--- src/rtl/rspc_defines.svh ---
// constants for the reset, strap and park control block
`ifndef RSPC_DEFINES_SVH
`define RSPC_DEFINES_SVH

`define RSPC_CLK_PERIOD_NS    50
`define RSPC_STRAP_DELAY_NS   1500
// sample delay in cycles; a nominal figure, so exact division
`define RSPC_STRAP_CYCLES     (`RSPC_STRAP_DELAY_NS / `RSPC_CLK_PERIOD_NS)
`define RSPC_STRAP_WIDTH      8
`define RSPC_STRAP_RESET      8'h00
`define RSPC_CNT_WIDTH        6
`define RSPC_PARK_CYCLES      16

`endif

--- src/rtl/rspc_pkg.sv ---
// types for the reset, strap and park control block
package rspc_pkg;

   typedef enum logic [2:0]
   {
      RSPC_HELD    = 3'b000,
      RSPC_WAIT    = 3'b001,
      RSPC_CONFIG  = 3'b010,
      RSPC_RUN     = 3'b011,
      RSPC_PARKING = 3'b100,
      RSPC_PARKED  = 3'b101
   } rspc_state_t;

   typedef struct packed
   {
      logic [7:0] data;
      logic [7:0] oe_n;
   } rspc_strap_drive_t;

endpackage : rspc_pkg

--- src/rtl/rspc_park_timer.sv ---
// park duration counter used by the control block
`timescale 1ns/100ps
`include "rspc_defines.svh"

module rspc_park_timer
#(
   parameter int CYCLES = `RSPC_PARK_CYCLES
)
(
   input  wire logic CLK_IN,
   input  wire logic clear_in,
   input  wire logic start_in,
   output logic      done_out
);

   logic [7:0] count;
   logic       running;

   always_ff @(posedge CLK_IN)
   begin
      if (clear_in)
      begin
         count   <= 8'h00;
         running <= 1'b0;
         done_out <= 1'b0;
      end
      else if (start_in && !running && !done_out)
      begin
         count   <= 8'h00;
         running <= 1'b1;
      end
      else if (running)
      begin
         count <= count + 8'h01;
         if (count == 8'(CYCLES - 1))
         begin
            running  <= 1'b0;
            done_out <= 1'b1;
         end
      end
   end

endmodule : rspc_park_timer

--- src/rtl/rspc_ctrl.sv ---
// reset, test-strap sampling and fast-park control
//
// Function
// rising reset starts self-configuration
// outputs inactive while reset held low
// reset released after supplies, clocks stable
// strap pins high impedance during reset
// sample straps 1.5 us after release
// straps become driven outputs after sampling
// high strap may select test mode
// low park request parks array quickly
// fast park only when normal impossible
// manufacturing test enable held low
// scan port reset held low
// driver enable low after parking done
// strap sample held until next reset
`timescale 1ns/100ps
`include "rspc_defines.svh"

module rspc_ctrl
#(
   parameter int STRAP_CYCLES = `RSPC_STRAP_CYCLES,
   parameter int PARK_CYCLES  = `RSPC_PARK_CYCLES
)
(
   input  wire logic                 CLK_IN,
   input  wire logic                 SYS_RST_IN,
   input  wire logic                 POWER_ON_RESET_N_IN,
   input  wire logic                 FAST_PARK_REQ_N_IN,
   input  wire logic                 MFG_TEST_ENABLE_IN,
   input  wire logic                 SCAN_PORT_RESET_N_IN,
   input  wire logic [7:0]           TEST_STRAP_IN,
   input  wire logic [7:0]           TEST_OBSERVE_IN,
   output rspc_pkg::rspc_strap_drive_t TEST_STRAP_OUT,
   output logic [7:0]                TEST_MODE_OUT,
   output logic                      TEST_MODE_ACTIVE_OUT,
   output logic                      CONFIG_START_OUT,
   output logic                      CONFIG_ACTIVE_OUT,
   output logic                      PARK_ACTIVE_OUT,
   output logic                      ARRAY_DRIVER_ENABLE_RESET_N_OUT,
   output logic                      NORMAL_OP_FAULT_OUT
);
   import rspc_pkg::*;

   // =====================================================
   // sequencing
   // =====================================================
   rspc_state_t             state;
   rspc_state_t             next_state;
   logic [`RSPC_CNT_WIDTH-1:0] count;
   logic                    por_prev;
   logic                    park_done;
   wire                     por_low   = !POWER_ON_RESET_N_IN;
   wire                     por_rise  = POWER_ON_RESET_N_IN && !por_prev;
   wire                     wait_done = (count == `RSPC_CNT_WIDTH'(STRAP_CYCLES - 1));
   wire                     park_req  = !FAST_PARK_REQ_N_IN;
   wire                     live      = (state == RSPC_CONFIG) || (state == RSPC_RUN);
   wire                     parking     = (state == RSPC_PARKING);
   wire                     strap_take  = (state == RSPC_WAIT) && wait_done;
   wire                     park_clear  = SYS_RST_IN || por_low;
   // enable must outlive the park; dropping it early strands the mirrors
   wire                     keep_enable = live || parking;

   always_comb
   begin
      next_state = state;
      unique case (state)
         RSPC_HELD:    next_state = por_rise ? RSPC_WAIT : RSPC_HELD;
         RSPC_WAIT:    next_state = wait_done ? RSPC_CONFIG : RSPC_WAIT;
         RSPC_CONFIG:  next_state = park_req ? RSPC_PARKING : RSPC_RUN;
         RSPC_RUN:     next_state = park_req ? RSPC_PARKING : RSPC_RUN;
         RSPC_PARKING: next_state = park_done ? RSPC_PARKED : RSPC_PARKING;
         RSPC_PARKED:  next_state = RSPC_PARKED;
         default:      next_state = RSPC_HELD;
      endcase
   end

   always_ff @(posedge CLK_IN)
   begin
      if (SYS_RST_IN)
      begin
         state    <= RSPC_HELD;
         count    <= '0;
         por_prev <= 1'b0;
      end
      else
      begin
         por_prev <= POWER_ON_RESET_N_IN;
         // reset low overrides everything, including a park in progress
         state    <= por_low ? RSPC_HELD : next_state;
         count    <= (state == RSPC_WAIT) ? count + 1'b1 : '0;
      end
   end

   // =====================================================
   // strap capture and pin drive
   // =====================================================
   always_ff @(posedge CLK_IN)
   begin
      if (SYS_RST_IN || por_low)
      begin
         TEST_MODE_OUT        <= `RSPC_STRAP_RESET;
         TEST_MODE_ACTIVE_OUT <= 1'b0;
         TEST_STRAP_OUT.oe_n  <= 8'hff;
         TEST_STRAP_OUT.data  <= 8'h00;
      end
      else if (strap_take)
      begin
         TEST_MODE_OUT        <= TEST_STRAP_IN;
         TEST_MODE_ACTIVE_OUT <= |TEST_STRAP_IN;
         TEST_STRAP_OUT.oe_n  <= 8'h00;
      end
      else if (TEST_STRAP_OUT.oe_n == 8'h00)
         TEST_STRAP_OUT.data  <= TEST_OBSERVE_IN;
   end

   // =====================================================
   // configuration, park, array enable
   // =====================================================
   rspc_park_timer #(.CYCLES(PARK_CYCLES)) u_park
   (
      .CLK_IN   (CLK_IN),
      .clear_in (park_clear),
      .start_in (parking),
      .done_out (park_done)
   );

   always_ff @(posedge CLK_IN)
   begin
      if (SYS_RST_IN || por_low)
      begin
         CONFIG_START_OUT                <= 1'b0;
         CONFIG_ACTIVE_OUT               <= 1'b0;
         PARK_ACTIVE_OUT                 <= 1'b0;
         ARRAY_DRIVER_ENABLE_RESET_N_OUT <= 1'b0;
         NORMAL_OP_FAULT_OUT             <= 1'b0;
      end
      else
      begin
         CONFIG_START_OUT                <= strap_take;
         CONFIG_ACTIVE_OUT               <= live;
         PARK_ACTIVE_OUT                 <= parking;
         // drop enable once parked, never before
         ARRAY_DRIVER_ENABLE_RESET_N_OUT <= keep_enable;
         // board straps these low; flag misuse rather than act on it
         NORMAL_OP_FAULT_OUT             <= MFG_TEST_ENABLE_IN || SCAN_PORT_RESET_N_IN;
      end
   end

   // =====================================================
   // checks
   // =====================================================
   // cycles since release, held at the top so a long run never wraps
   logic [7:0]              since_rel;
   wire                     since_top = (since_rel == 8'hff);

   always_ff @(posedge CLK_IN)
   begin
      if (park_clear)
         since_rel <= 8'h00;
      else if (!since_top)
         since_rel <= since_rel + 8'h01;
   end
endmodule : rspc_ctrl

--- config.mk ---
export PLATFORM = sky130hd
export DESIGN_NAME = rspc_ctrl
export DESIGN_NICKNAME = d
export VERILOG_FILES = /design/src/rtl/rspc_pkg.sv /design/src/rtl/rspc_park_timer.sv /design/src/rtl/rspc_ctrl.sv
export VERILOG_INCLUDE_DIRS = /design/src /design/src/rtl
export SDC_FILE = /design/constraint.sdc
export NUM_CORES = 1
export LEC_CHECK = 0
export BUFFER_PORTS_ARGS = -buffer_cell sky130_fd_sc_hd__buf_4
export CAP_MARGIN = 20
export CORE_MARGIN = 2
export CORE_UTILIZATION = 40
export CTS_CLUSTER_DIAMETER = 150
export DETAILED_ROUTE_END_ITERATION = 8
export GPL_ROUTABILITY_DRIVEN = 0
export PLACE_DENSITY_LB_ADDON = 0.3
export REMOVE_ABC_BUFFERS = 1
export SLEW_MARGIN = 20
export SYNTH_ARGS = -nofsm -noshare
export SYNTH_HDL_FRONTEND = slang
export SYNTH_HIERARCHICAL = 1
export SYNTH_SLANG_ARGS = --single-unit
--- constraint.sdc ---
create_clock -name CLK_IN -period 1.6 [get_ports CLK_IN]
set_input_delay 0.16 -clock CLK_IN [delete_from_list [all_inputs] [get_ports CLK_IN]]
set_output_delay 0.16 -clock CLK_IN [all_outputs]
set_load 0.03 [all_outputs]
; ---- Yosys cells after proc, flatten, opt, wreduce, memory -nomap -nowiden
; Cells that the tools add are included.
[totals]
inputBits = 22
elab_cells = 57
regBits = 50
out_inout_bits = 30
[classes]
addsub = 2
bitwise = 4
n_eq_ne = 7
n_reduce_logical = 21
mux = 8
[ops]
columns = cell, n
row1 = one-hot mux 3 bit (5 select lines), 1
row2 = adder 8 x 1 -> 8 bit (second input constant), 1
row3 = == test 8 x 4 -> 1 bit (second input constant), 1
row4 = zero test 8 bit, 1
row5 = OR reduction 2 bit, 4
row6 = OR reduction 8 bit, 1
row7 = adder 6 x 1 -> 6 bit (second input constant), 1
row8 = == test 3 x 2 -> 1 bit (second input constant), 2
row9 = == test 3 bit (second input constant), 2
row10 = == test 6 x 5 -> 1 bit (second input constant), 1
row11 = 2-to-1 mux 1 bit, 5
row12 = logical AND 1 bit, 4
row13 = zero test 1 bit, 4
row14 = logical OR 1 bit, 4
row15 = inverter 1 bit, 4
row16 = == test 3 x 1 -> 1 bit (second input constant), 1
row17 = zero test 3 bit, 1
row18 = 2-to-1 mux 3 bit, 1
row19 = AND reduction 3 bit, 1
row20 = 2-to-1 mux 2 bit, 1
row21 = AND reduction 2 bit, 1

; ---- Depth between registers and ports, before layout
; Gate-level depths: netlist of run 1.
[logic_depth]
word_depth = 5
depth_mapped = 7
depth_no_buf = 6

; ---- Hierarchy
; Netlist of run 1, hierarchy kept.
[modules_own_cells]
columns = mod, area_each_um2, seq_area_each_um2, n_inst, cells_per_inst
row1 = rspc_ctrl, 1398.8, 660.6, 1, 153
row2 = rspc_park_timer, 424.2, 200.2, 1, 46

; ---- Worst setup path after synthesis of run 1
; Ideal clock, no wire load.
[synth_timing]
path_type = reg-to-reg
start = register, netlist name count[0]
end = register TEST_MODE_ACTIVE_OUT
setup_slack_ns = 0.229
period_less_slack_ns = 1.371
path_stages_with_launch = 6
t_arrival_ns = 1.293
n_path_buf = 1
t_required_ns = 1.522
setup_ns = 0.078
cell_sequence = dfxtp_1 ha_1 nor2b_1 buf_2 a31oi_1 nor3_1
[synth_lines]
columns = element, line
row1 = "end signal, assigned", rspc_ctrl.sv:110  ; TEST_MODE_ACTIVE_OUT <= |TEST_STRAP_IN;
row2 = "end, declared", rspc_ctrl.sv:36  ; output logic TEST_MODE_ACTIVE_OUT,

==> results.cfg, run 1 <==
[worst_setup_path]
path_cells = ha_1, nor2b_2, buf_4, nand3_1, a21o_1
critPathTopFamily = flip-flops
startpoint = count[0]
cpPeakStageDelay_ns = 0.40
startpoint_type = flip-flop
path_class = flip-flop to flip-flop
r2r_start = count[0]
slowest_stage = dfxtp_1
path_buf_inv = 1
path_max_fanout = 12
worstPathArrival_ns = 1.60
end_kind = flip-flop
r2r_cells = 5
path_depth = 5
critPathRequiredTime_ns = 1.79

[timing]
tns_ns = 0
finalCritPeriodShare_pct = 88.6
tightestPinTransition_ns = 0.389
finClkSkew_ns = 0.00403
min_period_ns = 1.42
grt_setup_unrepaired = false
finalHoldViolCount = 0
setup_ws_ns = 0.182
slew_headroom_pct = 74.0
max_freq_mhz = 705
setup_viol = 0
report.final.slew_viol_count = 0

[clock_network]
cts_tree = built
cts_root_buffer = clkbuf_8
cts_hold_buf = 0
cts.reportedPaths.clkPinSlew_ns = 0.07
cts-buffers-inserted = 5
htree_levels = 2
clk_path_buf_depth = 2
worstSkewPairLatency_ns = 0.29
cts_sinks = 43

[placement]
port_buffers = 51
dp_hpwl_mm = 2.50
place_ws_ns = 0.115
placed_cells = 293

[floorplan]
coreArea_um2 = 4380
die_w_um = 71.5
rows = 24
start_util_pct = 41.6
num_io_pins = 52
die_height_um = 71.5
die_area_um2 = 5110

[logic_synthesis]
ys_seq_area_share_pct = 47.2
synthTopCellsByCount = 43 x dfxtp_1, 21 x nand2_1, 19 x nor2_1, 14 x a21oi_1, 12 x o21ai_0
yosysTopAreaCell = dfxtp_1
synth_area_leaders = dfxtp_1 47%, mux2i_1 4.9%, buf_4 4.5%, nand2_1 4.3%, nor2_1 3.9%
synth.most_common_cell = dfxtp_1
synthArstFlopShare_pct = 0
ys_ff_latch = 43
synth_ff_type = dfxtp_1
synth_cell_types = 36
syn_area_per_cell_um2 = 9.16
synth_edf_count = 0
synth_top_area_share_pct = 47.2
synthCells = 199
syn_area_um2 = 1820
synth_warnings = 6

[route]
drc = 0
vias = 1492
antenna_left = 0
firstDrtPassIters = 4
wl_per_cell_um = 11.5
viasPerCell = 4.96
drt-initial-drc-count = 51
wl_mm = 3.45

[global_routing]
overflow = 0
grt_use_total_pct = 14.3
grt_max_degree = 20
grt_pass1_vias = 1341
grt_pass1_wl_mm = 5.82
antenna_found_initial = 0

[hold_path]
hold_depth = 3
min_path_type = input port to flip-flop
min_from = MFG_TEST_ENABLE_IN

[layout]
n_antenna_cell = 0
drive_gt1_share_pct = 28.5
final_nets = 274
area.growth.synth_to_final_pct = 28.1
instances_no_fill = 301

[flow_run]
maxCapViolCount = 0

[power_and_ir_drop]
leakagePower_nw = 0.919
vdd_drop_max_mv = 0.695
powerDensity_nw_per_um2 = 841
power_w = 0.00196

[outcome]
status = complete, no violations
## worst register-to-register path, cell delays in order (launching register included)
cell     delay [ns]
dfxtp_1        0.40
ha_1           0.19
nor2b_2        0.21
buf_4          0.21
nand3_1        0.11
a21o_1         0.20
## state kept, by name, indices dropped and copies added, names as in the netlist, 3 cells and up
register	cells
TEST_STRAP_OUT	9
u_park/count	8
count	6
state	3
TEST_MODE_OUT	8
## metal layers
| layer | vias to the layer above | GRT usage [%] | wire (um) |
|---|---|---|---|
| li1 | 780 | - | - |
| met1 | 667 | 17.9 | 1600 |
| met4 | 0 | 7.13 | 70 |
| met2 | 38 | 22.8 | 1560 |
| met3 | 7 | 3.94 | 222 |
| met5 | - | 0 | 0 |
## layout make-up
| type | instances | area (um2) |
|---|---|---|
| clock buffer | 6 | 72.6 |
| timing repair buffer | 59 | 455 |
| multi-input combinational | 134 | 830 |
| tap | 52 | 65.1 |
| clock inverter | 1 | 30.0 |
| sequential | 43 | 861 |
| fill | 411 | 2050 |
| inverter | 6 | 22.5 |
## per-stage QoR
stage / instance area [um2] / util (%) / hold WS [ns]
finish: 2340 / 53.3 / 0.0752
global placement: 2210 / 50.4 / 0.362
global route: 2340 / 53.3 / 0.0817
detailed placement: 2210 / 50.4 / 0.373
floorplan: 1710 / - / 0.276
CTS: 2310 / 52.8 / 0.0663
## what timing repair did
| action | 4_1_cts | 5_1_grt |
|---|---|---|
| endpoints found under the setup margin | 0 | 5 |
| setup buffers | 0 | 1 |
| gates resized for setup | 0 | 1 |
## power breakdown
group          switching (W)  internal, W  total (W)
Combinational      0.0000466    0.0000537   0.000100
Sequential        0.00000294      0.00107    0.00108
Clock               0.000330     0.000457   0.000787
Total               0.000380      0.00158    0.00196
## cell usage in the layout (no fill, tap or decap), types with 2 or more instances in the layout
cell type	synthesis	routed
and3_1	2	2
or4_1	2	2
nand3_1	5	5
o21ai_0	12	12
mux2i_1	9	9
clkbuf_8	0	5
nand2b_1	6	6
a21oi_1	14	14
ha_1	3	3
inv_1	5	5
buf_4	11	58
or3_1	4	4
nor2b_1	3	2
nand4_1	9	9
nor4_1	2	2
nor3_1	2	2
nor2_1	19	19
nand2_1	21	21
dfxtp_1	43	43
xnor2_1	2	2
a31oi_1	2	2
nand4_2	2	2
xor2_1	5	5
## cells by family after synthesis
family	after synthesis	share of synthesized area [%]
flops	43	47.2
fa+ha+maj	3	2.06
compound gates	35	11.6
simple gates	80	23.4
buf+inv	22	7.41
mux	9	4.94
xor+xnor	7	3.36
## final timing paths
kind / to / slack [ns]
max: TEST_STRAP_OUT[6] / 0.18
min: NORMAL_OP_FAULT_OUT / 0.08
min reg2reg: u_park/done_out / 0.45
max reg2reg: TEST_STRAP_OUT[6] / 0.18
Note: power is estimated with default switching activity, not from simulation.
==> run 2: changes to the inputs <==
Settings changed: CAP_MARGIN 20 to 10, CORE_MARGIN 2 to not set.
==> run 2 against run 1 <==
Compared with the run above:
- combinational power about the same
- final cell count unchanged
- fmax down 1.6%
- register-to-register slack worse by 0.02 ns
- die area down 5.5%
- via count down 1.9%
- non-clock buffer count down 1
- utilization up 0.20 points
- largest cell class unchanged
==> results.cfg, run 2 (synthesis gave the netlist of run 1 again) <==
[outcome]
status = complete, no violations

[worst_setup_path]
path_cells = inv_1, ha_1, nor2b_1, a31oi_4, mux2i_1
path_depth = 5
end_kind = flip-flop
regToRegSetupSlack_ns = 0.16
slowest_stage = dfxtp_1
worstPathArrival_ns = 1.67
r2r_cells = 5
path_class = flip-flop to flip-flop
critPathTopFamily = flip-flops
path_max_fanout = 8
r2r_start = count[1]
startpoint_type = flip-flop
regToRegEndpoint = TEST_STRAP_OUT[10]
path_buf_inv = 1
cpPeakStageDelay_ns = 0.37
critPathRequiredTime_ns = 1.83

[placement]
dp_hpwl_mm = 2.46
placed_cells = 293
port_buffers = 51

[layout]
n_antenna_cell = 0
n_fill_cell = 410
largest-register = TEST_STRAP_OUT
drive_gt1_share_pct = 28.5
layout_common_cells = 58 x buf_4, 43 x dfxtp_1, 21 x nand2_1
instances_no_fill = 301
layout_commonest_cell = buf_4
final_nets = 273
reg_top3 = TEST_STRAP_OUT: 9 flops, TEST_MODE_OUT: 8 flops, u_park/count: 8 flops
largest_register_ffs = 9
area.growth.synth_to_final_pct = 27.7
final_core_util_pct = 53.5

[floorplan]
die_w_um = 69.5
start_util_pct = 41.9
coreArea_um2 = 4350
die_area_um2 = 4830
num_io_pins = 52
rows = 24
die_height_um = 69.5

[route]
viasPerCell = 4.86
drt-initial-drc-count = 36
antenna_left = 0
wl_mm = 3.45
wl_per_cell_um = 11.5
drc = 0
vias = 1463
firstDrtPassIters = 4

[global_routing]
grtUsageMet2_pct = 25.4
grt_pass1_wl_mm = 5.82
grt_pass1_vias = 1365
busiest_layer = met2
antenna_found_initial = 0
met3_usage_pct = 5.81
grt_max_degree = 20
overflow = 0
grt.met1_usage_pct = 17.1
grt_use_total_pct = 15.1

[hold_path]
hold_depth = 3
min_path_type = input port to flip-flop
min_from = MFG_TEST_ENABLE_IN
min_to = NORMAL_OP_FAULT_OUT

[power_and_ir_drop]
power_w = 0.00205
vdd_drop_max_mv = 0.593
powerDensity_nw_per_um2 = 882
leakagePower_nw = 0.922

[clock_network]
cts_sinks = 43
clk_path_buf_depth = 2
cts_hold_buf = 0
cts.reportedPaths.clkPinSlew_ns = 0.08
post_cts.repair.setup_buffers = 0
htree_levels = 2
cts-buffers-inserted = 5
cts-resized-gates = 0
cts_root_buffer = clkbuf_8
cts_tree = built
worstSkewPairLatency_ns = 0.30

[timing]
min_period_ns = 1.44
tightestPinTransition_ns = 0.400
hold_slack_ns = 0.0577
finalHoldViolCount = 0
slew_headroom_pct = 73.3
tns_ns = 0
finClkSkew_ns = 0.00350
max_freq_mhz = 694
grt_setup_unrepaired = false
setup_viol = 0
report.final.slew_viol_count = 0
finalCritPeriodShare_pct = 90.1

[flow_run]
maxCapViolCount = 0
[run 2: final cells by class]
cell class / instances / area, um2 / share of cell area [%]
multi-input combinational: 134 / 827 / 35.5
clock inverter: 2 / 35.0 / 1.50
clock buffer: 6 / 82.6 / 3.55
tap: 52 / 65.1 / 2.79
sequential: 43 / 861 / 37.0
inverter: 6 / 22.5 / 0.967
timing repair buffer: 58 / 435 / 18.7
[run 2: power breakdown]
group | switching [W] | total [W] | internal (W) | leakage [nW]
Clock | 0.000372 | 0.000877 | 0.000505 | 0.0612
Sequential | 0.00000236 | 0.00108 | 0.00107 | 0.347
Combinational | 0.0000475 | 0.000102 | 0.0000543 | 0.514
Total | 0.000422 | 0.00205 | 0.00163 | 0.922
[run 2: per-layer routing]
layer	part of all wire [%]	wire length (um)	vias to the layer above
met3	6.0	206	6
met2	46	1600	30
li1	-	-	776
met1	46	1580	651
met5	0	0	-
met4	1.7	58	0
[run 2: worst max path at each step]
stage               slack [ns]                 end               from
floorplan                -0.80  TEST_STRAP_OUT[10]  TEST_STRAP_OUT[6]
global route              0.02   TEST_STRAP_OUT[9]           count[1]
global placement          0.20  TEST_STRAP_OUT[13]           count[1]
finish                    0.16  TEST_STRAP_OUT[10]           count[1]
detailed placement        0.17   TEST_STRAP_OUT[8]           count[1]
CTS                       0.15  TEST_STRAP_OUT[12]           count[1]
[run 2: worst register-to-register path, cell delays in order, from the launching register on]
cell and delay [ns]:
dfxtp_1 0.37, inv_1 0.06, ha_1 0.18, nor2b_1 0.16, a31oi_4 0.37, mux2i_1 0.23
[run 2: per-stage QoR]
step	worst slack [ns]	area [um2]
2_1_floorplan	-0.802	1710
3_3_place_gp	0.197	2210
3_5_place_dp	0.169	2210
4_1_cts	0.147	2330
5_1_grt	0.0233	2330
6_report	0.158	2330
==> run 3: changes to the inputs <==
Settings changed: ABC_AREA set to 1, CORE_MARGIN set to 2.
==> run 3 against run 2 <==
Compared with the run above:
- routed wire length up 3.7%
- combinational power down 6%
- power up 6.0%
- sequential share of layout area down 1.3 points
- design area up 3.7%
- first-iteration DRC count up 14%
- critical endpoint is now TEST_STRAP_OUT[8]
- highest routed layer unchanged
==> results.cfg, run 3 <==
[timing]
finalHoldViolCount = 0
grt_setup_unrepaired = false
finalCritPeriodShare_pct = 89.5
max_freq_mhz = 699
setup_viol = 0
slew_headroom_pct = 63.6
report.final.slew_viol_count = 0
min_period_ns = 1.43
tightestPinTransition_ns = 0.545
finClkSkew_ns = 0.00751

[clock_network]
cts_sinks = 43
cts-buffers-inserted = 5
cts.reportedPaths.clkPinSlew_ns = 0.09
post_cts.repair.setup_buffers = 0
cts_root_buffer = clkbuf_8
clk_path_buf_depth = 2
worstSkewPairLatency_ns = 0.30
cts_tree = built
htree_levels = 2

[outcome]
status = complete, no violations

[worst_setup_path]
path_class = flip-flop to flip-flop
startpoint = count[0]
path_cells = ha_1, nand3_2, nor2_2, nand2_2, buf_12, a21oi_1, nor2_1
path_max_fanout = 18
regToRegSetupSlack_ns = 0.17
critPathRequiredTime_ns = 1.80
startpoint_type = flip-flop
r2r_start = count[0]
end_kind = flip-flop
r2r_cells = 7
cpPeakStageDelay_ns = 0.38
slowest_stage = dfxtp_1
worstPathArrival_ns = 1.63
regToRegEndpoint = TEST_STRAP_OUT[8]

[global_routing]
grt_max_degree = 21
overflow = 0
grt_pass1_vias = 1430
grt_pass1_wl_mm = 6.02
antenna_found_initial = 0
grt_use_total_pct = 14.5

[logic_synthesis]
ys_seq_area_share_pct = 45.3
synth_cell_types = 31
yosysTopAreaCell = dfxtp_1
synth.most_common_cell = nor2_1
synth_warnings = 6
synthArstFlopShare_pct = 0
synth_ff_type = dfxtp_1
syn_area_um2 = 1900
synth_area_leaders = dfxtp_1 45%, nor2_1 11%, nand2_1 7.1%, inv_1 5.5%, nand3_1 3.7%
ys_ff_latch = 43
synth_top_area_share_pct = 45.3
syn_area_per_cell_um2 = 7.58
synth_edf_count = 0
synthTopCellsByCount = 56 x nor2_1, 43 x dfxtp_1, 36 x nand2_1, 28 x inv_1, 14 x nand3_1
synthCells = 251

[route]
firstDrtPassIters = 4
antenna_left = 0
viasPerCell = 4.57
drc = 0
vias = 1613
wl_mm = 3.58
drt-initial-drc-count = 41
wl_per_cell_um = 10.1

[layout]
layout_common_cells = 55 x nor2_1, 53 x buf_4, 43 x dfxtp_1
largest_register_ffs = 9
final_area_um2 = 2410
n_antenna_cell = 0
area.growth.synth_to_final_pct = 26.9
drive_gt1_share_pct = 28.1
reg_top3 = TEST_STRAP_OUT: 9 flops, TEST_MODE_OUT: 8 flops, u_park/count: 8 flops
largest-register = TEST_STRAP_OUT
final_nets = 323
final_core_util_pct = 51.8
layout_commonest_cell = nor2_1

[placement]
port_buffers = 51
dp_hpwl_mm = 2.63
dpl_cell_area_um2 = 2280

[power_and_ir_drop]
powerDensity_nw_per_um2 = 902
vdd_drop_max_mv = 0.402
leakagePower_nw = 1.07

[floorplan]
die_area_um2 = 5320
die_w_um = 73.0
die_height_um = 73.0
coreArea_um2 = 4660
rows = 25
start_util_pct = 40.8
num_io_pins = 52

[hold_path]
min_to = NORMAL_OP_FAULT_OUT
hold_depth = 3
min_from = MFG_TEST_ENABLE_IN
min_path_type = input port to flip-flop

[flow_run]
maxCapViolCount = 0
run 3: cell count changes after synthesis, moves of 5 or more:
cell / before / now
inv_1: 5 / 28
a21oi_1: 14 / 9
mux2i_1: 9 / 0
nor2_1: 19 / 56
a21oi_2: 0 / 7
nand3_1: 5 / 14
nand2_1: 21 / 36
nand4_1: 9 / 4
nand2b_1: 6 / 0
run 3: kinds of logic (layout without fill, tap and decap cells):
logic type / count (synthesis) / count (layout) / share of synthesized area (%)
XOR/XNOR: 3 / 3 / 1.38
AND/OR/NAND/NOR: 126 / 126 / 29.8
buffers and inverters: 47 / 95 / 12.2
adder cells (fa/ha/maj): 3 / 3 / 1.97
AO/OA/AOI/OAI: 29 / 29 / 9.34
flip-flops: 43 / 43 / 45.3
run 3: how the worst max path moves through the flow:
stage | to | slack, ns
2_1_floorplan | TEST_STRAP_OUT[8] | -1.83
3_3_place_gp | TEST_STRAP_OUT[8] | 0.22
3_5_place_dp | TEST_STRAP_OUT[8] | 0.15
4_1_cts | TEST_STRAP_OUT[8] | 0.15
5_1_grt | TEST_STRAP_OUT[14] | 0.03
6_report | TEST_STRAP_OUT[8] | 0.17
run 3: layout make-up:
cell class | count | area (um2)
Clock inverter | 2 | 60.1
Inverter | 33 | 124
Sequential cell | 43 | 861
Timing Repair Buffer | 54 | 418
Tap cell | 54 | 67.6
Fill cell | 462 | 2250
Multi-Input combinational cell | 161 | 811
Clock buffer | 6 | 72.6
run 3: metal layers:
layer	up-vias	track usage (%)	wire, um
li1	868	-	-
met1	694	17.7	1700
met2	45	23.3	1580
met3	6	5.52	242
met4	0	4.94	53
met5	-	0	0
run 3: metrics by stage:
step | total power, W | hold slack [ns] | worst slack, ns | TNS, ns | instances
finish | 0.00218 | 0.0803 | 0.168 | 0 | 353
global route | 0.00224 | 0.113 | 0.0320 | 0 | 353
CTS | 0.00220 | 0.0742 | 0.150 | 0 | 353
detailed placement | 0.00120 | 0.385 | 0.153 | 0 | 345
global placement | 0.00120 | 0.379 | 0.221 | 0 | 345
floorplan | 0.00114 | 0.289 | -1.83 | -19.46 | 237
run 3: repair_timing:
action	4_1_cts	5_1_grt
hold buffers	0	0
resized for setup	0	1
endpoints found under the hold margin	0	0
setup endpoints to repair	0	3
run 3: report_power, final:
group | leakage [nW] | internal, W | switching (W)
combinational | 0.658 | 0.0000505 | 0.0000456
sequential | 0.347 | 0.00107 | 0.00000270
clock | 0.0654 | 0.000624 | 0.000381
run 3: worst max-delay path, delay by kind of cell, from the launching register on:
kind	cells	cell delay [ns]
fa+ha+maj	1	0.18
simple gates	4	0.43
compound gates	1	0.12
buf+inv	1	0.21
flops	1	0.38
